**src/pkg/eesu_pkg.sv**
```systemverilog
// constants, field layouts and carrier types for exception entry state update
// assumes one 10 MHz system clock and a byte-addressed 32-bit register port with 8-bit addresses
package eesu_pkg;

	// register port geometry
	localparam int unsigned EESU_ADDR_W = 8;
	localparam int unsigned EESU_DATA_W = 32;

	// register byte offsets
	localparam logic [7:0] EESU_OFF_STATUS   = 8'h00; // live status
	localparam logic [7:0] EESU_OFF_ESTATUS  = 8'h04; // saved status, normal set
	localparam logic [7:0] EESU_OFF_SSTATUS  = 8'h08; // saved status of running set
	localparam logic [7:0] EESU_OFF_RETADDR  = 8'h0c; // exception return address
	localparam logic [7:0] EESU_OFF_CONFIG   = 8'h10; // bit 0 auto nest enable
	localparam logic [7:0] EESU_OFF_CAUSE    = 8'h14; // cause code, bits 6:2
	localparam logic [7:0] EESU_OFF_FAULTING_ADDRESS_FIELD    = 8'h18; // faulting address
	localparam logic [7:0] EESU_OFF_TLBMISC  = 8'h1c; // translation fault flags
	localparam logic [7:0] EESU_OFF_IPENDING = 8'h20; // pending irqs, always zero

	// build options
	localparam logic EESU_MMU_PRESENT = 1'b1; // translation unit fitted
	localparam logic EESU_EXTRA_INFO  = 1'b0; // extra exception info option
	localparam int unsigned EESU_NSETS  = 8;  // shadow register sets
	localparam int unsigned EESU_SET_W  = 3;
	localparam int unsigned EESU_LVL_W  = 6;

	// cause field position and codes
	localparam int unsigned EESU_CAUSE_LSB = 2;
	localparam int unsigned EESU_CAUSE_W   = 5;
	localparam logic [4:0]  EESU_CAUSE_IRQ = 5'h02; // internal interrupt

	// handler vectors and return step
	localparam logic [31:0] EESU_GEN_VECTOR = 32'h0000_0020;
	localparam logic [31:0] EESU_TLB_VECTOR = 32'h0000_0100;
	localparam logic [31:0] EESU_INSN_STEP  = 32'h0000_0004;

	// reset values
	localparam logic [31:0] EESU_STATUS_RST = 32'h0000_0000; // supervisor, irqs off
	localparam logic        EESU_CFG_RST    = 1'b0;          // no auto nesting

	// status word layout
	typedef struct packed {
		logic [12:0] pad;                       // reads as zero
		logic        shadow_switch_flag;        // set switched on entry
		logic        same_set_preempt_enable;   // allow same-set preemption
		logic [2:0]  prev_shadow_set;           // set before entry
		logic [2:0]  current_shadow_set;        // running set
		logic [5:0]  level_threshold;           // irq level threshold
		logic        nmi_mode;                  // nonmaskable handler running
		logic        irq_handler_flag;          // external irq handler running
		logic        exception_active_flag;     // exception in progress
		logic        user_mode;                 // 1 user, 0 supervisor
		logic        global_irq_enable;         // maskable irq enable
	} eesu_status_t;

	// translation fault flags
	typedef struct packed {
		logic [27:0] pad;
		logic        bad_address_flag;
		logic        access_right_violation_flag;
		logic        double_miss_flag;
		logic        data_access_flag;
	} eesu_tlbmisc_t;

	// request from external interrupt controller
	typedef struct packed {
		logic        valid;        // request present
		logic        nmi;          // nonmaskable
		logic [5:0]  requested_level;
		logic [2:0]  requested_shadow_set;
		logic [31:0] handler;      // handler address
	} eesu_eic_req_t;

	// noninterrupt exception from pipeline
	typedef struct packed {
		logic        valid;        // exception raised
		logic [4:0]  cause;        // highest priority cause
		logic        addr_valid;   // cause reports an address
		logic [31:0] addr;         // faulting byte address
		logic        tlb;          // translation related
		logic        tlb_miss;     // translation miss
		logic        data_access;  // data side access
		logic        access_right_violation_flag_viol;    // permission violation
		logic        bad_vaddr;    // bad virtual address
	} eesu_exc_req_t;

	// state of the entry block but reset chain and saved status store
	typedef struct packed {
		eesu_status_t  status;
		eesu_status_t  estatus;
		logic [31:0]   exception_return_address;
		logic          auto_nest_enable;
		logic [4:0]    cause;
		logic [31:0]   faulting_address_field;
		eesu_tlbmisc_t tlbmisc;
		logic [31:0]   rdata;
		logic          sstat_sel;
		logic          redirect;
		logic [31:0]   handler;
	} eesu_state_t;

endpackage

```
**src/design/eesu_entry.sv**
```systemverilog
// exception entry state update: status, saved status, return address, fault info
// assumes pipeline requests and controller requests synchronous to clk_sys
//
// What this block does
// RULE_01: set switch flag when requested set differs
// RULE_02: data access flag follows data fault
// RULE_03: double miss flag on miss during handling
// RULE_04: permission flag follows permission violation
// RULE_05: bad address flag follows bad virtual address
// RULE_06: maskable external irq loads enable from auto nest
// RULE_07: internal irq or exception clears enable
// RULE_08: exception active flag set on entry
// RULE_09: entry clears user mode bit
// RULE_10: return address is next instruction
// RULE_11: cause holds highest priority exception code
// RULE_12: capture faulting byte address when reported
// RULE_13: external irq leaves cause untouched
// RULE_14: cause and address always with translation unit
// RULE_15: same nonzero set blocked when preemption disabled
// RULE_16: same set taken at higher level
// RULE_17: auto nest off disables irqs on entry
// RULE_18: nonmaskable entry always disables irqs
// RULE_19: nonmaskable preempts maskable, never preempted by another nonmaskable
// RULE_20: maskable entry during nonmaskable leaves that mode
// RULE_21: pending register reads zero
// RULE_22: level must exceed threshold
// RULE_23: enable clear ignores all maskable irqs
// RULE_24: exception active preserves saved registers
// RULE_25: all updates land with fetch redirect
//
// Strobed register access and the placing of the registers were chosen for this implementation.
module eesu_entry import eesu_pkg::*; (
	input  wire logic                   clk_sys,
	input  wire logic                   rst_b,
	input  wire logic [EESU_ADDR_W-1:0] reg_addr,
	input  wire logic [31:0]            reg_wdata,
	input  wire logic                   reg_wr,
	input  wire logic                   reg_rd,
	output logic      [31:0]            reg_rdata,
	input  wire eesu_exc_req_t          exc_in,
	input  wire logic                   int_irq_req,
	input  wire eesu_eic_req_t          eic_in,
	input  wire logic [31:0]            exec_pc,
	output logic                        eic_ack,
	output logic                        int_ack,
	output logic                        redirect,
	output logic      [31:0]            handler_addr,
	output eesu_status_t                status_out
);

	logic [1:0]   rst_sync_q;   // reset release chain
	logic         rst_int_b;    // synchronised reset
	eesu_state_t  st_q;         // block state but reset chain and saved status store
	eesu_state_t  st_d;         // next state
	eesu_status_t cur;          // live status shorthand
	logic         eh;           // exception in progress
	logic         extra_on;     // cause and address captured
	logic         same_set_blk; // same set preemption blocked
	logic         take_nmi;     // nonmaskable irq taken
	logic         take_mask;    // maskable external irq taken
	logic         take_ext;     // any external irq taken
	logic         take_int;     // internal irq taken
	logic         take_exc;     // noninterrupt exception taken
	logic         take_any;     // any entry this cycle
	logic [31:0]  ret_addr;     // address after executing one
	logic         sstat_we;     // saved status store write
	logic [2:0]   sstat_waddr;  // saved status store set
	logic [31:0]  sstat_wdata;  // saved status store word
	logic [31:0]  sstat_rdata;  // saved status of running set
	eesu_status_t sstat_entry;  // status saved into new set

	// release reset through two flops, assert at once
	always_ff @(posedge clk_sys or negedge rst_b) begin
		if (!rst_b) begin
			rst_sync_q <= 2'b00;
		end else begin
			rst_sync_q <= {rst_sync_q[0], 1'b1};
		end
	end
	assign rst_int_b = rst_sync_q[1];

	assign cur      = st_q.status;
	assign eh       = cur.exception_active_flag;
	assign extra_on = EESU_EXTRA_INFO | EESU_MMU_PRESENT; // RULE_14
	assign ret_addr = exec_pc + EESU_INSN_STEP; // RULE_10

	// same set blocked only while preemption in set is off
	assign same_set_blk = (eic_in.requested_shadow_set == cur.current_shadow_set)
		&& (cur.current_shadow_set != 3'h0)
		&& !cur.same_set_preempt_enable; // RULE_15

	// nonmaskable beats maskable, never nests into itself
	assign take_nmi = eic_in.valid && eic_in.nmi && !cur.nmi_mode
		&& !exc_in.valid; // RULE_19

	// maskable: enable, strict level test, set gating
	assign take_mask = eic_in.valid && !eic_in.nmi && cur.global_irq_enable // RULE_23
		&& (eic_in.requested_level > cur.level_threshold) // RULE_22 RULE_16
		&& !same_set_blk && !exc_in.valid;

	assign take_ext = take_nmi || take_mask;
	assign take_int = int_irq_req && cur.global_irq_enable && !exc_in.valid
		&& !take_ext; // RULE_23
	assign take_exc = exc_in.valid;
	assign take_any = take_ext || take_int || take_exc;
	assign eic_ack  = take_ext;
	assign int_ack  = take_int;

	// saved status copied into a nonzero requested set
	always_comb begin
		sstat_entry = cur;
		sstat_entry.shadow_switch_flag =
			(eic_in.requested_shadow_set != cur.current_shadow_set); // RULE_01
	end

	// store write: entry into a shadow set wins over software
	always_comb begin
		sstat_we    = 1'b0;
		sstat_waddr = cur.current_shadow_set;
		sstat_wdata = reg_wdata;
		if (take_ext && !eh && (eic_in.requested_shadow_set != 3'h0)) begin
			sstat_we    = 1'b1; // RULE_24
			sstat_waddr = eic_in.requested_shadow_set;
			sstat_wdata = sstat_entry;
		end else if (reg_wr && (reg_addr == EESU_OFF_SSTATUS)) begin
			sstat_we = 1'b1;
		end
	end

	eesu_sstat_mem u_sstat (
		.clk_sys (clk_sys),
		.wr_en   (sstat_we),
		.wr_addr (sstat_waddr),
		.wr_data (sstat_wdata),
		.rd_addr (cur.current_shadow_set),
		.rd_data (sstat_rdata)
	);

	// next state: reads, writes, then exception entry on top
	always_comb begin
		eesu_status_t ns;
		ns = cur;
		st_d = st_q;
		st_d.redirect  = 1'b0;
		st_d.sstat_sel = 1'b0;
		// register reads, data next cycle
		if (reg_rd) begin
			case (reg_addr)
				EESU_OFF_STATUS:   st_d.rdata = st_q.status;
				EESU_OFF_ESTATUS:  st_d.rdata = st_q.estatus;
				EESU_OFF_SSTATUS: begin
					st_d.rdata     = 32'h0000_0000;
					st_d.sstat_sel = 1'b1;
				end
				EESU_OFF_RETADDR:  st_d.rdata = st_q.exception_return_address;
				EESU_OFF_CONFIG:   st_d.rdata = {31'h0, st_q.auto_nest_enable};
				EESU_OFF_CAUSE: begin
					st_d.rdata = 32'h0000_0000;
					st_d.rdata[EESU_CAUSE_LSB +: EESU_CAUSE_W] = st_q.cause;
				end
				EESU_OFF_FAULTING_ADDRESS_FIELD:    st_d.rdata = st_q.faulting_address_field;
				EESU_OFF_TLBMISC:  st_d.rdata = st_q.tlbmisc;
				EESU_OFF_IPENDING: st_d.rdata = 32'h0000_0000; // RULE_21
				default:           st_d.rdata = 32'h0000_0000; // unmapped
			endcase
		end
		// register writes, read-only ones ignored
		if (reg_wr) begin
			case (reg_addr)
				EESU_OFF_STATUS: begin
					st_d.status     = reg_wdata;
					st_d.status.pad = 13'h0000;
				end
				EESU_OFF_ESTATUS: begin
					st_d.estatus     = reg_wdata;
					st_d.estatus.pad = 13'h0000;
				end
				EESU_OFF_RETADDR: st_d.exception_return_address = reg_wdata;
				EESU_OFF_CONFIG:  st_d.auto_nest_enable = reg_wdata[0];
				default: begin
				end
			endcase
		end
		// entry takes effect with the redirect, over software writes
		if (take_any) begin
			st_d.redirect = 1'b1; // RULE_25
			ns.user_mode  = 1'b0; // RULE_09
			ns.exception_active_flag = EESU_MMU_PRESENT; // RULE_08
			ns.prev_shadow_set = cur.current_shadow_set;
			if (take_ext) begin
				// nonmaskable always off, maskable follows auto nest
				ns.global_irq_enable = take_nmi ? 1'b0 : st_q.auto_nest_enable; // RULE_06 RULE_17 RULE_18
				ns.nmi_mode = take_nmi; // RULE_20
				ns.irq_handler_flag   = 1'b1;
				ns.level_threshold    = eic_in.requested_level;
				ns.current_shadow_set = eic_in.requested_shadow_set;
				// cause left alone for controller irqs
				if (!eh) begin // RULE_13 RULE_24
					if (eic_in.requested_shadow_set == 3'h0) begin
						st_d.estatus = cur;
					end
					st_d.exception_return_address = ret_addr; // RULE_10
				end
				st_d.handler = eic_in.handler;
			end else begin
				ns.global_irq_enable  = 1'b0; // RULE_07
				ns.current_shadow_set = 3'h0;
				if (!eh) begin // RULE_24
					st_d.estatus = cur;
					st_d.exception_return_address = ret_addr; // RULE_10
					if (extra_on) begin
						// pipeline code, or fixed irq code
						st_d.cause = take_exc ? exc_in.cause : EESU_CAUSE_IRQ; // RULE_11
						if (take_exc && exc_in.addr_valid) begin
							st_d.faulting_address_field = exc_in.addr; // RULE_12
						end
					end
				end
				// translation flags, double miss from handling state
				if (take_exc && exc_in.tlb) begin
					st_d.tlbmisc = 32'h0000_0000;
					st_d.tlbmisc.data_access_flag = exc_in.data_access; // RULE_02
					st_d.tlbmisc.double_miss_flag = exc_in.tlb_miss && eh; // RULE_03
					st_d.tlbmisc.access_right_violation_flag = exc_in.access_right_violation_flag_viol; // RULE_04
					st_d.tlbmisc.bad_address_flag = exc_in.bad_vaddr; // RULE_05
				end
				st_d.handler = (take_exc && exc_in.tlb_miss && !eh)
					? EESU_TLB_VECTOR : EESU_GEN_VECTOR;
			end
			st_d.status = ns;
		end
	end

	// state register on synchronised reset
	always_ff @(posedge clk_sys or negedge rst_int_b) begin
		if (!rst_int_b) begin
			st_q <= '0;
			st_q.status <= EESU_STATUS_RST;
			st_q.auto_nest_enable <= EESU_CFG_RST;
			st_q.handler <= EESU_GEN_VECTOR;
		end else begin
			st_q <= st_d;
		end
	end

	// outputs from flops
	assign redirect     = st_q.redirect;
	assign handler_addr = st_q.handler;
	assign status_out   = st_q.status;
	assign reg_rdata    = st_q.sstat_sel ? sstat_rdata : st_q.rdata;
endmodule

```
**src/design/eesu_sstat_mem.sv**
```systemverilog
// saved-status store, one word per shadow register set
// assumes synchronous single clock; read data registered, no reset on storage
module eesu_sstat_mem import eesu_pkg::*; (
	input  wire logic                  clk_sys,
	input  wire logic                  wr_en,
	input  wire logic [EESU_SET_W-1:0] wr_addr,
	input  wire logic [31:0]           wr_data,
	input  wire logic [EESU_SET_W-1:0] rd_addr,
	output logic      [31:0]           rd_data
);

	logic [31:0] mem_q [EESU_NSETS]; // one saved status per set

	// write port and registered read port
	always_ff @(posedge clk_sys) begin
		if (wr_en) begin
			mem_q[wr_addr] <= wr_data;
		end
		rd_data <= mem_q[rd_addr];
	end

endmodule

```
**config.mk**
```make
export PLATFORM = sky130hd
export DESIGN_NAME = eesu_entry
export DESIGN_NICKNAME = d
export VERILOG_FILES = /design/src/pkg/eesu_pkg.sv /design/src/design/eesu_entry.sv /design/src/design/eesu_sstat_mem.sv
export SDC_FILE = /design/constraint.sdc
export NUM_CORES = 1
export LEC_CHECK = 0
export BUFFER_PORTS_ARGS = -buffer_cell sky130_fd_sc_hd__buf_4
export CAP_MARGIN = 20
export CORE_MARGIN = 3
export CORE_UTILIZATION = 45
export CTS_CLUSTER_DIAMETER = 60
export DETAILED_ROUTE_END_ITERATION = 12
export HOLD_SLACK_MARGIN = 0.02
export REMOVE_ABC_BUFFERS = 1
export SLEW_MARGIN = 25
export SYNTH_ARGS = -nofsm -noshare
export SYNTH_HDL_FRONTEND = slang
export SYNTH_SLANG_ARGS = --single-unit
export TNS_END_PERCENT = 10
```
**constraint.sdc**
```tcl
create_clock -name clk_sys -period 6.4 [get_ports clk_sys]
set_clock_uncertainty 0.1 [all_clocks]
set_input_delay 0.32 -clock clk_sys [delete_from_list [all_inputs] [get_ports clk_sys]]
set_output_delay 0.32 -clock clk_sys [all_outputs]
set_load 0.02 [all_outputs]
```
==> Word-level counts from Yosys, hierarchy flattened <==
Memories as Yosys holds them, arrays and structs flattened. A register that Yosys moved wholly into a read port is not among the register bits.
Cells that the tools add are included.
{ "totals": {"elab_cells": 122, "memories": 1, "latchBits": 0, "romBits": 0, "ff_bits": 193, "in_bits": 164, "out_inout_bits": 99, "mem_bits_rw": 256} }
{ "mem_list": {"columns": ["memory", "depth", "width", "read_ports", "rd_clocked_by_memory_dff", "wr", "line", "source"], "rows": [
  ["u_sstat.mem_q", 8, 32, 1, 1, 1, "eesu_sstat_mem.sv:12", "logic [31:0] mem_q [EESU_NSETS];"]
]} }
{ "classes": {"reduce_logical": 44, "magnitude_cmp": 1, "add_sub_neg": 1, "eq_ne": 10, "mux": 28, "mul": 0, "n_bitwise": 3, "n_shift": 0, "n_div": 0} }
{ "ops": {"columns": ["op", "count"], "rows": [
  ["$pmux 32 s7", 1],
  ["$mux 32", 6],
  ["$mux 64", 3],
  ["$mux 82", 1],
  ["$mux 81", 1],
  ["$mux 33", 1],
  ["$add 32x3->32 const B", 1],
  ["$eq 8x5->1 const B", 4],
  ["$logic_and 1x1->1", 21],
  ["$mux 17", 1],
  ["$eq 8x4->1 const B", 2],
  ["$reduce_and 3->1", 4],
  ["$mux 1", 9],
  ["$mux 9", 1],
  ["$eq 8x3->1 const B", 1],
  ["$logic_not 8->1", 1],
  ["$mux 8", 1],
  ["$logic_not 1->1", 7],
  ["$gt 6x6->1", 1],
  ["$mux 3", 2],
  ["$reduce_bool 3->1", 2],
  ["$mux 5", 1],
  ["$reduce_and 2->1", 2],
  ["$reduce_and 4->1", 1],
  ["other kinds (7)", 12]
]} }

==> Logic depth before layout (Yosys ltp) <==
Gate-level depths: netlist of run 1.
{ "depth": {"word_depth": 13, "mapped_depth": 11, "depth_no_buf": 8} }

==> Modules after synthesis <==
Synthesis of run 1 repeated with hierarchy kept, for this count alone.
{ "unflattened": {"hier_cells": 1450, "hier_area_um2": 20913.8} }
{ "by_module_without_submodules": {"columns": ["mod", "seq_area_each_um2", "cells_each", "area_each_um2", "n_inst"], "rows": [
  ["eesu_sstat_mem", 8328.0, 415, 10466.3, 1],
  ["eesu_entry", 4830.9, 1035, 10447.5, 1]
]} }

==> Worst setup path after synthesis of run 1 <==
OpenSTA, ideal clock, no wires.
{ "synth_timing": {"kind": "register -> register", "startpoint": "reg st_q, in the netlist status_out[9]", "endpoint": "mem u_sstat.mem_q[0][0], enable pin", "slack_ns": 1.434, "n_path_buf": 2, "arrival_ns": 4.404, "setup_time_ns": 0.461, "required_time_ns": 5.839, "path_stages_with_launch": 11, "synth_period_minus_slack_ns": 4.966, "path_cell_list": "dfrtp_1 -> inv_1 -> ha_1 -> a21oi_1 -> a21boi_1 -> or4_4 -> and2_1 -> buf_6 -> buf_2 -> a32o_1 -> nor3_1"} }
{ "synth_between": {"elab_chain_len": 10, "word_cells_on_any_way": 11, "cone_classes": "1 x order compare; 4 x mux; 6 x reduce/logical"} }
{ "synth_rtl": {"columns": ["item", "line", "source"], "rows": [
  ["start: declaration", "eesu_entry.sv:53", "eesu_state_t st_q;"],
  ["start signal: assignment", "eesu_entry.sv:242", "st_q <= st_d;"],
  ["$gt 6x6->1 *", "eesu_entry.sv:98", "&& (eic_in.requested_level > cur.level_threshold)"],
  ["$logic_and 1x1->1 *", "eesu_entry.sv:98", null],
  ["$logic_and 1x1->1 * (2 in series)", "eesu_entry.sv:99", "&& !same_set_blk && !exc_in.valid;"],
  ["$logic_or 1x1->1 *", "eesu_entry.sv:101", "assign take_ext = take_nmi || take_mask;"],
  ["$logic_and 1x1->1 * (2 in series)", "eesu_entry.sv:121", "if (take_ext && !eh && (eic_in.requested_shadow_set != 3'h0)) begin"],
  ["$mux 1", "eesu_entry.sv:121", null],
  ["$mux 1", "eesu_sstat_mem.sv:16", "if (wr_en) begin"],
  ["$mux 1 (implied by the code)", "eesu_sstat_mem.sv:17", "mem_q[wr_addr] <= wr_data;"],
  ["end: declaration", "eesu_sstat_mem.sv:12", null]
]} }
Every way passes the cells marked *; elsewhere a longest branch is shown, timed or not.

==> results by group, run 1 <==
Critical path
  • Arr. time, crit path: 4200 ps
  • Critical Path End Type: flop
  • Critical path fanouts, max: 36
  • Worst EP required: 6780 ps
  • Kind of critical path: flop to flop
  • CP startpoint kind: flop

STA
  • Slew @ Worst Pin: 1045 ps
  • Fmax: 261.8 MHz
  • Final worst-path cycle share: between 50% and 60%
  • Tmin final: around 3800 ps
  • Final Hold Fails: 0
  • Slew Limit Fails: 0
  • Fin Setup TNS: 0 ps
  • RSZ-0062 raised after global routing: false
  • Max_slew headroom: 29.98%
  • Final WS setup: 2580 ps
  • Final setup fails: 0

Global routing
  • Total GRT Usage: 23.70%
  • First-pass GRT wire length: roughly 90000 um
  • Met1 usage: 33.10%
  • Number of global-route vias before repair: roughly 15000
  • Largest net degree at the start of global routing: roughly 80
  • Initial antenna violation count: 1
  • Total grt overflow: 0
  • Grt met2 use: roughly 38%
  • GR peak layer: met2
  • Met3 usage: under 10%

Synthesis
  • Cell taking the most area after synthesis: edfxtp_1
  • Compound-Gate Fraction of Synth Area: around 6.4%
  • Mapped cell area: 20960 sq um
  • Adder-cell share of the synthesized area: 0.4178%
  • Share of the synthesized area in the top cell type: between 30 and 40%
  • Post-synthesis xor/xnor area fraction: ~1.3%
  • Simple-gate share of the synthesized area: between 6 and 7%
  • Largest cells by area after synthesis: edfxtp_1, dfrtp_1, mux4_2, mux2_2, mux2i_1
  • Sequential fraction of the synthesis area: approximately 63%
  • Post-synth EDFFs: ~260
  • Main combinational cell family by area after synthesis: multiplexers
  • Top_reg_cell synth: edfxtp_1
  • Most frequent cell after synthesis: edfxtp_1
  • Most instantiated cells after synthesis: edfxtp_1, dfrtp_1, nand2_1
  • Synth Instances: around 1500
  • Synth warn: 0
  • Yosys cell types: 56
  • Async S/R FF share, synth: about 40%
  • Multiplexer share of the synthesized area: 17.56%
  • #FFs+latches synth: 481
  • Avg Cell Area, Syn: roughly 14 sq um

Clock tree
  • CTS tree: done
  • H-tree depth: 2
  • Clk root buf: clkbuf_16
  • Clock Sinks: around 480
  • Clock Pin Slew Worst Setup and Hold Paths: ~70 ps
  • CTS Buffer Depth: 3
  • Later-pin clock latency in the skew report: roughly 600 ps
  • Post-CTS setup buffers: 0
  • CTS Buf Count: 54

Floorplanning
  • Core box area: 45670 sq um
  • Row count: between 70 and 80
  • Vert. Die Dim: about 220 um
  • Ports: approximately 260
  • Die Wd: roughly 220 um
  • Starting density of the core: 45.89%
  • Die area: 49210 sq um

Job
  • Max-Cap Viols: 0

Drt
  • First-pass DRT Iterations: 5
  • Starting DRT DRC Count: about 1000
  • Final WL: just under 60000 um
  • DRT antenna net count: 0
  • Routed length per instance: between 20 and 25 um
  • Via Count: between 10000 and 15000
  • Drt drc: 0
  • Vias per cell: approximately 5.5

Pwr
  • VDD IR-drop max: approximately 0.00029 V
  • Pwr dens: between 200 and 300 nW/um^2
  • Leak Pwr: around 0.011 uW

Final layout
  • Area growth, synth to finish: 26.96%
  • Layout Cells excl Fill: about 2500
  • Total of fill cells in the finished design: around 3700
  • Reg area: between 10000 and 15000 sq um
  • Layout cells sized above 1: 30.24%
  • ANT cells: 0
  • Area of the multi-input gates: between 6000 and 7000 sq um
  • Nets: roughly 2000

Place
  • IO buf count: 249
  • Placed cell count: 2226
  • Hpwl dp: around 37000 um
  • Worst slack, placed: approximately 2600 ps
  • GP Congestion: roughly 0.80

Status
  • Status: complete, no violations

Min path
  • HP Class: input pin to flop
==> cells in the final DEF, fill, tap and decap left out, types with 5 or more instances in the layout <==
cell type	instances
dfxtp_1	32
xor2_1	22
clkinv_2	5
mux4_2	64
a32oi_1	6
o21ai_1	6
and4_1	5
o22ai_1	34
a21boi_0	13
clkinvlp_4	5
xnor2_1	9
nand4_1	11
buf_4	281
clkinv_1	8
a222oi_1	15
clkbuf_1	10
nor2_1	26
clkinv_4	5
bufinv_16	5
dlygate4sd3_1	166
and3_1	19
dfrtp_1	187
mux2_2	106
or3_1	5
nand3_1	13
clkbuf_16	57
nor3_1	6
ha_1	7
nand2_1	146
mux2_4	11
mux2i_1	88
o21ai_0	80
nor3_2	11
conb_1	14
a22o_1	18
and2_1	21
edfxtp_1	256
a21oi_1	21
inv_1	47
==> final timing paths <==
check / start / end / slack (ps) / depth (start not counted)
max in group asynchronous: rst_sync_q[1]$_DFF_PN0_ / status_out[11]$_DFFE_PN0P_ / 4520 / 1
hold reg to reg: rst_sync_q[0]$_DFF_PN0_ / rst_sync_q[1]$_DFF_PN0_ / 260 / 0
min in group asynchronous: rst_sync_q[1]$_DFF_PN0_ / handler_addr[29]$_DFFE_PN0N_ / 300 / 0
hold / removal: reg_wdata[11] / st_q[179]$_DFF_PN0_ / 50 / 3
setup / recovery: status_out[11]$_DFFE_PN0P_ / st_q[136]$_DFF_PN0_ / 2580 / 9
setup reg to reg: status_out[11]$_DFFE_PN0P_ / st_q[136]$_DFF_PN0_ / 2580 / 9
==> logic make-up after synthesis <==
| group | count (synthesis) |
|---|---|
| flops | 481 |
| simple gates | 285 |
| mux | 269 |
| compound gates | 211 |
| buf+inv | 202 |
| xor+xnor | 31 |
| fa+ha+maj | 7 |
| other cells | 2 |
==> area by class of cell <==
cell class | count | area share [%]
inverters | 47 | 0.6629
flip-flops and latches | 481 | 49.49
multi-input cells | 817 | 25.91
repair buffers | 448 | 14.21
clock inverters | 32 | 1.255
well taps | 600 | 2.821
clock buffers | 70 | 5.656
==> sequential cells by signal (all words and copies together), names as in the netlist <==
signal	flops
u_sstat.mem_q	256
st_q	139
handler_addr	32
u_sstat.rd_data	32
status_out	18
rst_sync_q	2
eh	1
redirect	1
==> critical path: stages, from the launching register on <==
cell,delay (ps)
dfrtp_4,870
xor2_1,220
nor3_2,90
a21oi_1,150
a211oi_1,90
buf_4,230
nor2_4,470
buf_4,500
mux2_2,380
dlygate4sd3_1,550
==> power by group <==
part | total [uW] | switching [uW] | internal, uW
logic | 681 | 333 | 348
clock network | 3160 | 1290 | 1880
registers | 3440 | 87.4 | 3360
==> layer usage <==
metal	vias up	wire length, um
met2	533	27950
met3	79	3860
met4	0	1326
li1	6180	-
met1	7051	25500
met5	-	0
==> per-stage QoR <==
stage / utilization, % / instance area, sq um / total power, uW / hold WS [ps]
floorplan: - / 20140 / 3773 / -75.59
global placement: 50.56 / 23090 / 4053 / 2.361
detailed placement: 50.57 / 23100 / 4061 / 3.918
CTS: 58.23 / 26600 / 7346 / 20.35
global route: 58.27 / 26610 / 7555 / 46.31
finish: 58.27 / 26610 / 7287 / 48.68
==> timing repair <==
item                      in CTS  in global routing
hold endpoints to repair     143                  0
hold buffers                 166                  0
gates resized for setup        0                  0
Power figures use the tool's default switching activity.
==> inputs of run 2 (changes only) <==
- PLACE_DENSITY: default -> 0.67
- clock period: 6.4 -> 3.1 ns (I/O delays scaled with it)
==> run 2 against run 1 <==
  * Clock power increased by 97%
  * Die area unchanged
  * Critical path depth unchanged
  * Cell count increased by 2.8%
  * Utilization increased by 1.8 points
  * Routed wire length increased by 4.6%
  * Sequential share of layout area decreased by 1.5 points
  * Setup slack got worse by 2500 ps
==> results by group, run 2 (synthesized netlist as in run 1, its figures left out) <==
Status
  • Status: complete, no violations

Final layout
  • Nets: 2093 (+3.6%)
  • Layout cells sized above 1: 32.38% (+2.1 points)
  • Most frequent cells in the layout: buf_4, edfxtp_1, dfrtp_1
  • Biggest regs: u_sstat.mem_q (256), st_q (139)
  • Area growth, synth to finish: 30.92%
  • Commonest non-fill, non-tap cell in the layout: buf_4
  • Max reg flops: 256 (unchanged)
  • ANT cells: 0 (unchanged)
  • Largest Register: u_sstat.mem_q
  • Final core utilization: 60.08% (+1.8 points)

Min path
  • HP Class: input pin to flop
  • WHS Path Cells: 5 (+2)
  • Min-delay src: eic_in[41]

Critical path
  • CP cell instances: inv_1, ha_1, nand3_1, a21boi_1, or4_4, and2_4, a32o_1, nor3_4, buf_6
  • CP max-delay cell: or4_4
  • Critical Path End Type: flop
  • Arr. time, crit path: 3200 ps (-1000 ps)
  • Critical path fanouts, max: 16 (-56%)
  • Worst path max stage delay: 530 ps (-340 ps)
  • CP Launch Point: status_out[8]$_DFFE_PN0P_
  • Reg2Reg Depth: 9 (unchanged)
  • Crit path to: u_sstat.mem_q[4][30]$_DFFE_PP_
  • Worst R2R End: u_sstat.mem_q[4][30]$_DFFE_PP_
  • Kind of critical path: flop to flop
  • Reg2reg start: status_out[8]$_DFFE_PN0P_
  • Reg2Reg Setup Slack: 70 ps (-2510 ps)
  • Worst EP required: 3270 ps (-3510 ps)
  • CP startpoint kind: flop

Drt
  • Via Count: 14360 (+3.7%)
  • Starting DRT DRC Count: 1437 (+39%)
  • First-pass DRT Iterations: 8 (+3)
  • Drt drc: 0 (unchanged)
  • Vias per cell: 5.601 (+0.96%)
  • DRT antenna net count: 0 (unchanged)
  • Final WL: 61360 um (+4.6%)
  • Routed length per instance: 23.93 um (+1.8%)

Clock tree
  • CTS Buffer Depth: 3 (unchanged)
  • Later-pin clock latency in the skew report: 590 ps (about the same)
  • H-tree depth: 2 (unchanged)
  • Clock Sinks: 481 (unchanged)
  • Clk root buf: clkbuf_16
  • Clock Pin Slew Worst Setup and Hold Paths: 60 ps (about the same)
  • CTS tree: done
  • CTS Buf Count: 51 (-5.6%)

Pwr
  • Pwr dens: 541.9 nW/um^2 (+98%)
  • Leak Pwr: 0.01116 uW (+3.7%)
  • VDD IR-drop max: 0.0004508 V (+57%)
  • Total power draw: 14870 uW (+100%)

STA
  • Tmin final: 3028 ps (-792.0 ps)
  • Slew @ Worst Pin: 1102 ps (+57.26 ps)
  • RSZ-0062 raised after global routing: true
  • Final Hold Fails: 0 (unchanged)
  • Fmax: 330.3 MHz (+26%)
  • Final setup fails: 0 (unchanged)
  • Slew Limit Fails: 0 (unchanged)
  • Max_slew headroom: 25.77% (-4.2 points)
  • Final worst-path cycle share: 97.67% (+38 points)

Floorplanning
  • Vert. Die Dim: 221.8 um (unchanged)
  • Row count: 78 (unchanged)
  • Die area: 49210 sq um (unchanged)
  • Die Wd: 221.8 um (unchanged)
  • Starting density of the core: 45.89% (unchanged)
  • Ports: 263 (unchanged)
  • Core box area: 45670 sq um (unchanged)

Job
  • Max-Cap Viols: 0 (unchanged)

Place
  • Hpwl dp: 39210 um (+6.2%)
  • IO buf count: 249 (unchanged)
  • GP Congestion: 0.8737 (+9.0%)

Global routing
  • Total GRT Usage: 24.21% (+0.51 points)
  • Largest net degree at the start of global routing: 73 (-9.9%)
  • Total grt overflow: 0 (unchanged)
  • First-pass GRT wire length: 91160 um (+2.2%)
  • Initial antenna violation count: 0 (-1)
  • Number of global-route vias before repair: 14970 (+3.1%)
## run 2: changes by cell type in the layout (fill, tap and decap cells not counted), sizes merged
cell         before  now
dlygate4sd3     166  180
bufinv            5    6
buf             282  341
clkinvlp          5    3
clkbuf           70   67
## run 2: worst max-delay path, delay by kind of cell, from the launching register on
| kind | cells | cell delay (ps) |
|---|---|---|
| buffers and inverters | 2 | 380 |
| AOI/OAI and AO/OA | 2 | 450 |
| and+or+nand+nor | 4 | 1120 |
| DFF | 1 | 380 |
| adders and majority gates | 1 | 260 |
## run 2: timing repair
item | in CTS | in global routing
pin swaps | 0 | 7
resized for setup | 5 | 29
hold buffers | 180 | 0
endpoints found under the setup margin | 17 | 350
gates cloned | 0 | 5
buffers inserted | 0 | 14
endpoints found under the hold margin | 379 | 0
## run 2: per-layer routing
metal	GRT usage [%]	share of wire [%]	vias to the layer above
met3	4.872	8.5	109
li1	-	-	6316
met4	7.430	2.6	0
met1	32.92	41	7250
met2	39.62	48	687
met5	0	0	-
## run 2: area by class of cell
type	count	area [sq um]
Clock buffer	64	1386
Sequential cell	481	13170
Timing Repair Buffer	524	4668
Inverter	47	176.4
Fill cell	3487	18230
Multi-Input combinational cell	817	6962
Clock inverter	31	329.1
Tap cell	600	750.7
## run 2: power breakdown
part           switching, uW  internal (uW)  total [uW]  leakage (uW)
Clock                   2530           3680        6210      0.000843
Combinational            785            809        1590       0.00519
Sequential               137           6930        7060       0.00513
Total                   3450          11400       14900        0.0112
## run 2: worst min path at each step
stage	to
final	status_out[0]$_DFFE_PN0P_
after global routing	status_out[0]$_DFFE_PN0P_
after global placement	rst_sync_q[0]$_DFF_PN0_
after detailed placement	rst_sync_q[0]$_DFF_PN0_
after floorplan	rst_sync_q[0]$_DFF_PN0_
after CTS	status_out[0]$_DFFE_PN0P_
## run 2: through the flow
stage / setup TNS, ps / worst slack (ps) / cell area (sq um) / hold WS (ps) / std cells
detailed placement: -158.9 / -10.98 / 23560 / -160.7 / 2270
CTS: 0 / 25.41 / 27100 / 26.78 / 2545
floorplan: -2596070 / -4995 / 20140 / -240.6 / 1345
global route: -4369 / -53.65 / 27440 / 82.62 / 2564
finish: 0 / 72.24 / 27440 / 69.64 / 2564
global placement: 0 / 17.93 / 23560 / -162.0 / 2270
